### src/hdl/pscs_pkg.sv
// Package with opcode, width and reset constants for the port set and compare skip unit
package pscs_pkg;
  localparam int PSCS_NIB_W = 4;
  localparam int PSCS_PC_W = 4;
  localparam int PSCS_PD_W = 6;
  localparam int PSCS_DP_W = 6;
  localparam int PSCS_OP_W = 10;
  localparam logic [PSCS_OP_W-1:0] PSCS_OP_SET_C = 10'h28D;
  localparam logic [PSCS_OP_W-1:0] PSCS_OP_SET_D = 10'h015;
  localparam logic [PSCS_OP_W-1:0] PSCS_OP_SKIP_IMM = 10'h025;
  localparam logic [PSCS_OP_W-1:0] PSCS_OP_SKIP_MEM = 10'h026;
  localparam logic [PSCS_PD_W-1:0] PSCS_PD_LAST = 6'h05;
  localparam logic [PSCS_NIB_W-1:0] PSCS_Y_MAX = 4'h5;
  localparam logic [PSCS_PC_W-1:0] PSCS_PC_ALL = 4'hF;
  localparam logic [PSCS_PC_W-1:0] PSCS_PC_RST = 4'h0;
  localparam logic [PSCS_PD_W-1:0] PSCS_PD_RST = 6'h00;
  localparam logic [PSCS_PD_W-1:0] PSCS_PD_ONE = 6'h01;
  typedef enum logic [0:0] {PSCS_ST_FETCH, PSCS_ST_OPERAND} pscs_state_e;
endpackage

### src/hdl/pscs_unit.sv
// Execution unit for port set and accumulator compare-and-skip instructions
// Functional notes
// [RULE1] Whole port C set drives all C latch lines high; one word, one cycle, no skip.
// [RULE2] Indexed port D set raises only line equal to index 0 to 5; no skip.
// [RULE3] Index above 5 makes indexed port D set a no-operation.
// [RULE4] Immediate compare of accumulator: two words, two cycles, skip when equal.
// [RULE5] Immediate compare unequal: no skip, next instruction runs normally.
// [RULE6] Memory compare reads nibble at data pointer; skip next when equal.
// [RULE7] Memory compare unequal: no skip, next instruction runs.
// [RULE8] No carry, accumulator, index or pointer change; skipped word still uses fetch cycle.
`timescale 1ns/1ps
module pscs_unit
  import pscs_pkg::*;
(
  input wire logic sys_clk_in,
  input wire logic rst_in,
  input wire logic clk_en_in,
  input wire logic instr_valid_in,
  input wire logic [PSCS_OP_W-1:0] instr_word_in,
  input wire logic [PSCS_NIB_W-1:0] acc_in,
  input wire logic [PSCS_NIB_W-1:0] index_reg_in,
  input wire logic [PSCS_DP_W-1:0] data_pointer_in,
  input wire logic [PSCS_NIB_W-1:0] addressed_memory_nibble_in,
  output logic [PSCS_DP_W-1:0] mem_addr_out,
  output logic [PSCS_PC_W-1:0] port_c_out,
  output logic [PSCS_PD_W-1:0] port_d_out,
  output logic skip_out,
  output logic discard_out,
  output logic busy_out
);
  // Sequencer state
  pscs_state_e state_ff;
  pscs_state_e nxt_state;

  // Port latches
  logic [PSCS_PC_W-1:0] port_c_ff;
  wire logic [PSCS_PC_W-1:0] nxt_port_c;
  logic [PSCS_PD_W-1:0] port_d_ff;
  wire logic [PSCS_PD_W-1:0] nxt_port_d;

  // Skip and discard flags
  logic skip_ff;
  logic nxt_skip;
  logic discard_ff;
  logic nxt_discard;

  // Busy and address registers
  logic busy_ff;
  logic nxt_busy;
  logic [PSCS_DP_W-1:0] mem_addr_ff;
  logic [PSCS_DP_W-1:0] nxt_mem_addr;

  // Word qualification
  wire logic in_fetch = (state_ff == PSCS_ST_FETCH);
  wire logic in_operand = (state_ff == PSCS_ST_OPERAND);
  wire logic word_live = instr_valid_in && !discard_ff;
  wire logic exec = word_live && in_fetch;
  wire logic operand_now = instr_valid_in && in_operand;

  // Opcode decode
  wire logic op_set_c = (instr_word_in == PSCS_OP_SET_C);
  wire logic op_set_d = (instr_word_in == PSCS_OP_SET_D);
  wire logic op_skip_imm = (instr_word_in == PSCS_OP_SKIP_IMM);
  wire logic op_skip_mem = (instr_word_in == PSCS_OP_SKIP_MEM);
  wire logic is_set_c = exec && op_set_c;
  wire logic is_set_d = exec && op_set_d;
  wire logic is_skip_imm = exec && op_skip_imm;
  wire logic is_skip_mem = exec && op_skip_mem;

  // Operand field
  wire logic [PSCS_NIB_W-1:0] imm_nibble = instr_word_in[PSCS_NIB_W-1:0];

  // [RULE3] Index range check
  wire logic index_ok = (index_reg_in <= PSCS_Y_MAX);
  wire logic d_write = is_set_d && index_ok;

  // [RULE4] Immediate operand compare
  wire logic imm_equal = (acc_in == imm_nibble);
  // [RULE5] Skip only on equality
  wire logic imm_skip = operand_now && imm_equal;

  // [RULE6] Memory nibble compare
  wire logic mem_equal = (acc_in == addressed_memory_nibble_in);
  // [RULE7] No skip when unequal
  wire logic mem_skip = is_skip_mem && mem_equal;

  // [RULE1] Every port C line high
  generate
    for (genvar j = 0; j < PSCS_PC_W; j++) begin : g_port_c
      assign nxt_port_c[j] = is_set_c ? PSCS_PC_ALL[j] : port_c_ff[j];
    end
  endgenerate

  // [RULE2] One line per index
  generate
    for (genvar i = 0; i < PSCS_PD_W; i++) begin : g_port_d
      wire logic line_hit = d_write && (index_reg_in == PSCS_NIB_W'(i));
      assign nxt_port_d[i] = line_hit ? 1'b1 : port_d_ff[i];
    end
  endgenerate

  // [RULE4] Second word cycle
  always_comb begin
    nxt_state = state_ff;
    case (state_ff)
      PSCS_ST_FETCH: begin
        if (is_skip_imm) begin
          nxt_state = PSCS_ST_OPERAND;
        end
      end
      PSCS_ST_OPERAND: begin
        if (instr_valid_in) begin
          nxt_state = PSCS_ST_FETCH;
        end
      end
      default: begin
        nxt_state = PSCS_ST_FETCH;
      end
    endcase
  end

  // Busy follows next state
  assign nxt_busy = (nxt_state == PSCS_ST_OPERAND);

  // Skip pulse per phase
  always_comb begin
    nxt_skip = 1'b0;
    case (state_ff)
      PSCS_ST_FETCH: begin
        nxt_skip = mem_skip;
      end
      PSCS_ST_OPERAND: begin
        nxt_skip = imm_skip;
      end
      default: begin
        nxt_skip = 1'b0;
      end
    endcase
  end

  // [RULE8] Skipped word consumes fetch
  always_comb begin
    nxt_discard = discard_ff;
    case (state_ff)
      PSCS_ST_FETCH: begin
        if (instr_valid_in) begin
          nxt_discard = nxt_skip;
        end
      end
      PSCS_ST_OPERAND: begin
        if (instr_valid_in) begin
          nxt_discard = nxt_skip;
        end
      end
      default: begin
        nxt_discard = 1'b0;
      end
    endcase
  end

  // Address follows data pointer
  assign nxt_mem_addr = data_pointer_in;

  // Register updates
  // [RULE4] Sequencer register
  always_ff @(posedge sys_clk_in or posedge rst_in) begin
    if (rst_in) begin
      state_ff <= PSCS_ST_FETCH;
    end else if (clk_en_in) begin
      state_ff <= nxt_state;
    end
  end

  // [RULE4] Busy register
  always_ff @(posedge sys_clk_in or posedge rst_in) begin
    if (rst_in) begin
      busy_ff <= 1'b0;
    end else if (clk_en_in) begin
      busy_ff <= nxt_busy;
    end
  end

  // [RULE1] Port C latch
  always_ff @(posedge sys_clk_in or posedge rst_in) begin
    if (rst_in) begin
      port_c_ff <= PSCS_PC_RST;
    end else if (clk_en_in) begin
      port_c_ff <= nxt_port_c;
    end
  end

  // [RULE2] Port D latch
  always_ff @(posedge sys_clk_in or posedge rst_in) begin
    if (rst_in) begin
      port_d_ff <= PSCS_PD_RST;
    end else if (clk_en_in) begin
      port_d_ff <= nxt_port_d;
    end
  end

  // [RULE6] Skip pulse register
  always_ff @(posedge sys_clk_in or posedge rst_in) begin
    if (rst_in) begin
      skip_ff <= 1'b0;
    end else if (clk_en_in) begin
      skip_ff <= nxt_skip;
    end
  end

  // [RULE8] Discard register
  always_ff @(posedge sys_clk_in or posedge rst_in) begin
    if (rst_in) begin
      discard_ff <= 1'b0;
    end else if (clk_en_in) begin
      discard_ff <= nxt_discard;
    end
  end

  // [RULE6] Memory address register
  always_ff @(posedge sys_clk_in or posedge rst_in) begin
    if (rst_in) begin
      mem_addr_ff <= '0;
    end else if (clk_en_in) begin
      mem_addr_ff <= nxt_mem_addr;
    end
  end

  // Outputs straight from flops
  assign mem_addr_out = mem_addr_ff;
  assign port_c_out = port_c_ff;
  assign port_d_out = port_d_ff;
  assign skip_out = skip_ff;
  assign discard_out = discard_ff;
  assign busy_out = busy_ff;
endmodule

### config.mk
export PLATFORM = sky130hd
export DESIGN_NAME = pscs_unit
export DESIGN_NICKNAME = d
export VERILOG_FILES = /design/src/hdl/pscs_pkg.sv /design/src/hdl/pscs_unit.sv
export SDC_FILE = /design/constraint.sdc
export NUM_CORES = 1
export LEC_CHECK = 0
export BUFFER_PORTS_ARGS = -buffer_cell sky130_fd_sc_hd__buf_2
export CORE_MARGIN = 3
export CORE_UTILIZATION = 40
export CTS_BUF_LIST = sky130_fd_sc_hd__clkbuf_16
export CTS_CLUSTER_DIAMETER = 80
export DETAILED_ROUTE_END_ITERATION = 7
export HOLD_SLACK_MARGIN = 0.1
export PLACE_DENSITY = 0.8
export REMOVE_ABC_BUFFERS = 1
export SYNTH_ARGS = -nofsm -noshare
export SYNTH_HDL_FRONTEND = slang
export SYNTH_SLANG_ARGS = --single-unit
### constraint.sdc
create_clock -name sys_clk_in -period 3.9 [get_ports sys_clk_in]
set_clock_uncertainty 0.2 [all_clocks]
set_input_delay 0.195 -clock sys_clk_in [delete_from_list [all_inputs] [get_ports sys_clk_in]]
set_output_delay 0.195 -clock sys_clk_in [all_outputs]
set_load 0.03 [all_outputs]
==> results.py <==
metrics = {
    "clocking": {
        "cts-resized-gates": 0,
        "clock-root-buffer": "clkbuf_16",
        "cts_inserted_buffers": 3,
        "cts_htree_levels": 1,
        "ctsHoldBuffers": 15,
        "post-cts-setup-buffers": 0,
        "cts_tree": "built",
        "clock-sinks": 16,
        "clock_network_latency_to_the_later_pin_of_the_worst_skew_pair_ns": 0.24,
        "clkSlewWorstSetupHoldPaths_ns": 0.05,
        "clockBufferDepth": 2,
    },
    "logic_synthesis": {
        "post-synth-top-count-cell": "dfrtp_1",
        "synth.top_cell.area_share_pct": 49.9,
        "synth_area_leaders": "dfrtp_1, mux2_2, xnor2_1",
        "yosysTopAreaCell": "dfrtp_1",
        "synthesized_area_fraction_occupied_by_adder_cells_pct": 0,
        "largest_family_of_logic_cells_by_synthesized_area": "simple AND/OR/NAND/NOR gates",
        "yosysWarnings": 0,
        "synth_enable_flop_cells": 0,
        "synth_mux_area_share_pct": 8.42,
        "postSynth.asyncResetShare_pct": 100,
        "synth_xor_area_share_pct": 8.74,
        "post_synth_most_frequent_cells": "dfrtp_1, mux2_2, nand3_1",
        "average_cell_area_after_synthesis_um2": 11.5,
        "synthSimpleGateAreaFrac_pct": 20.1,
        "synth_sequential_area_ratio_pct": 49.9,
        "syn_inst": 70,
        "postSynth.topFlopCell": "dfrtp_1",
        "post_synthesis_compound_gate_area_fraction_pct": 8.11,
        "syn_area_um2": 802,
        "synth_cell_types": 25,
        "synth.ff_latch_count": 16,
    },
    "min_path": {
        "min_path_type": "primary input to flip-flop",
    },
    "pwr": {
        "total_leakage_power_uw": 0.000698,
        "vdd_ir_drop_max_mv": 0.285,
        "powerDensity_nw_per_um2": 354,
    },
    "grt": {
        "number_of_antenna_violations_at_the_first_check_in_global_routing": 0,
        "grt_first_pass_wirelength_mm": 3.53,
        "first_global_vias": 808,
        "globalRouteOverflowTotal": 0,
        "global_route.usage.met3_pct": 4.75,
        "grt_most_used_layer": "met2",
        "grt_max_degree": 17,
        "gr-usage-met2_pct": 31.3,
        "use_met1_pct": 21.2,
        "grt_resource_usage_total_pct": 18.4,
    },
    "critical_path": {
        "critical_path.reg2reg.startpoint": "busy_out$_DFFE_PP0P_",
        "startpoint_class": "primary input",
        "cp_data_arrival_time_ns": 2.34,
        "critical-path-slowest-cell": "dlygate4sd3_1",
        "worstPathCellList": "dlygate4sd3_1 -> buf_2 -> nor3b_1 -> nand3_1 -> nor3b_2 -> a31o_1 -> dlygate4sd3_1",
        "path_buf_inv": 3,
        "crit_cells": 7,
        "critPathRequiredTime_ns": 3.88,
        "cp-end-kind": "flip-flop",
        "cp_max_fo": 4,
        "delay_contributed_by_the_slowest_stage_of_the_critical_path_ns": 0.53,
        "critical_path.reg2reg.endpoint": "port_d_out[4]$_DFFE_PP0P_",
        "family_with_the_most_delay_on_the_worst_path": "buffers and inverters",
        "timing.critical_path.from": "instr_word_in[0]",
        "critical_path_class": "primary input to flip-flop",
        "r2r_setup_slack_ns": 1.67,
        "worst_setup_ep": "port_d_out[4]$_DFFE_PP0P_",
        "logic_depth_of_the_worst_register_to_register_path": 5,
        "crit_path_frequent_cell": "dlygate4sd3_1",
    },
    "route": {
        "drt_first_pass_iters": 4,
        "detailedRoute.firstIterationViolations": 5,
        "residual_drc_count": 0,
        "detail_route.wirelength_mm": 2.10,
        "num_vias": 766,
        "viasPerCell": 4.79,
        "routed_wire_length_per_instance_um": 13.2,
        "final_antenna_net_count": 0,
    },
    "sta": {
        "timing.slew.headroom_pct": 59.6,
        "fmax_ghz": 0.425,
        "setup-tns-final_ns": 0,
        "finalSetupViolations": 0,
        "layout_setup_ws_ns": 1.55,
        "period_minus_slack_ns": 2.35,
        "final_hold_viol_count": 0,
        "setup_repair_after_global_routing_missed_its_margin": "no",
        "final_max_slew_viol_count": 0,
        "layout_worst_path_cycle_share_pct": 60.4,
        "worst-slew-pin-transition_ns": 0.605,
    },
    "job": {
        "timing.max_cap.violations": 0,
    },
    "die": {
        "start_util_pct": 44.5,
        "die_h_um": 50.8,
        "die_width_um": 50.8,
        "core_um2": 1800,
        "fp.dieArea_um2": 2580,
        "placementRows": 15,
        "number_of_top_level_design_ports": 51,
    },
    "cells_and_area": {
        "fill_cell_total_of_the_finished_layout": 157,
        "layout_overhead_on_the_synthesized_area_pct": 59.9,
        "layout_cell_share_with_drive_strength_beyond_1_pct": 44.4,
        "layout.cells.non_filler": 160,
        "diodes": 0,
        "finalNetCount": 168,
    },
    "placement": {
        "gp_routability_congestion": 0.777,
        "detailedPlace.worstSlack_ns": 2.25,
        "place.port_buffers": 50,
        "dp.cells": 141,
        "hpwl_mm": 1.49,
    },
    "run_status": {
        "status": "completed",
    },
}
==> state kept, by name (all words and copies together), names as in the netlist <==
name and cells:
mem_addr_out 6, port_d_out 6, busy_out 1, discard_out 1
port_c_out 1, skip_out 1
==> power breakdown <==
group | switching [uW] | internal (uW) | total (uW) | leakage, uW
combinational | 40.3 | 38.2 | 78.4 | 0.000450
sequential | 3.19 | 173 | 176 | 0.000210
clock | 62.9 | 136 | 199 | 0.0000385
total | 106 | 347 | 453 | 0.000698
==> cells by family (layout without fill, tap and decap cells) <==
kind of cell | Yosys count | in the layout
AOI/OAI and AO/OA | 8 | 8
xor gates and xnor gates | 8 | 8
muxes | 6 | 6
buffers and inverters | 6 | 71
and+or+nand+nor | 26 | 26
DFF | 16 | 16
==> layer usage <==
| metal | wire (um) | up-vias |
|---|---|---|
| met2 | 977 | 45 |
| met1 | 873 | 338 |
| met4 | 49 | 0 |
| li1 | - | 377 |
| met5 | 0 | - |
| met3 | 204 | 6 |
==> worst min-delay path by stage <==
stage | start | endpoint | slack [ns] | depth (start not counted)
after floorplan | rst_in | busy_out$_DFFE_PP0P_ | -0.09 | 1
after global placement | rst_in | mem_addr_out[4]$_DFFE_PP0P_ | 0.08 | 2
after detailed placement | rst_in | port_d_out[0]$_DFFE_PP0P_ | 0.1 | 2
after CTS | instr_word_in[6] | busy_out$_DFFE_PP0P_ | 0.12 | 4
after global routing | instr_word_in[9] | busy_out$_DFFE_PP0P_ | 0.15 | 4
final | instr_valid_in | busy_out$_DFFE_PP0P_ | 0.12 | 4
==> cell usage in the layout (no fill, tap or decap), drive strengths merged <==
cell / netlist / routed
buf: 4 / 50
dfrtp: 16 / 16
dlygate4sd3: 0 / 15
mux2: 6 / 6
nand3: 5 / 5
xnor2: 4 / 4
xor2: 4 / 4
nand2: 3 / 3
nor2: 3 / 3
clkbuf: 0 / 3
nor3b: 3 / 3
nor3: 2 / 2
nand4b: 2 / 2
nand2b: 2 / 2
a31o: 2 / 2
inv: 2 / 2
a41o: 2 / 2
a21o: 2 / 2
and4bb: 1 / 1
nor2b: 1 / 1
nand4: 1 / 1
or3: 1 / 1
and3b: 1 / 1
and3: 1 / 1
o21bai: 1 / 1
o21ai: 1 / 1
clkinv: 0 / 1
==> final cells by class <==
type                       instances  area [um^2]  share of cell area (%)
clock buffer                       3         75.1                    5.85
clock inverter                     1         3.75                   0.293
inverter                           2         7.51                   0.585
multi-input combinational         48          364                    28.4
sequential                        16          400                    31.2
tap                               25         31.3                    2.44
timing repair buffer              65          400                    31.2
==> through the flow <==
stage	power (uW)	hold WS, ns	util [%]	area (um^2)
final	453	0.115	71.2	1280
after global routing	473	0.148	71.2	1280
after CTS	455	0.122	71.2	1280
after detailed placement	246	0.0987	58.5	1050
after floorplan	214	-0.0913	-	772
after global placement	245	0.0794	58.5	1050
==> tightest hold or removal path, cell delays in order <==
cell and delay [ns]:
buf_2 0.10, nand2_1 0.08, nand2_1 0.07, o21ai_0 0.07
Note: power is estimated with default switching activity, not from simulation.
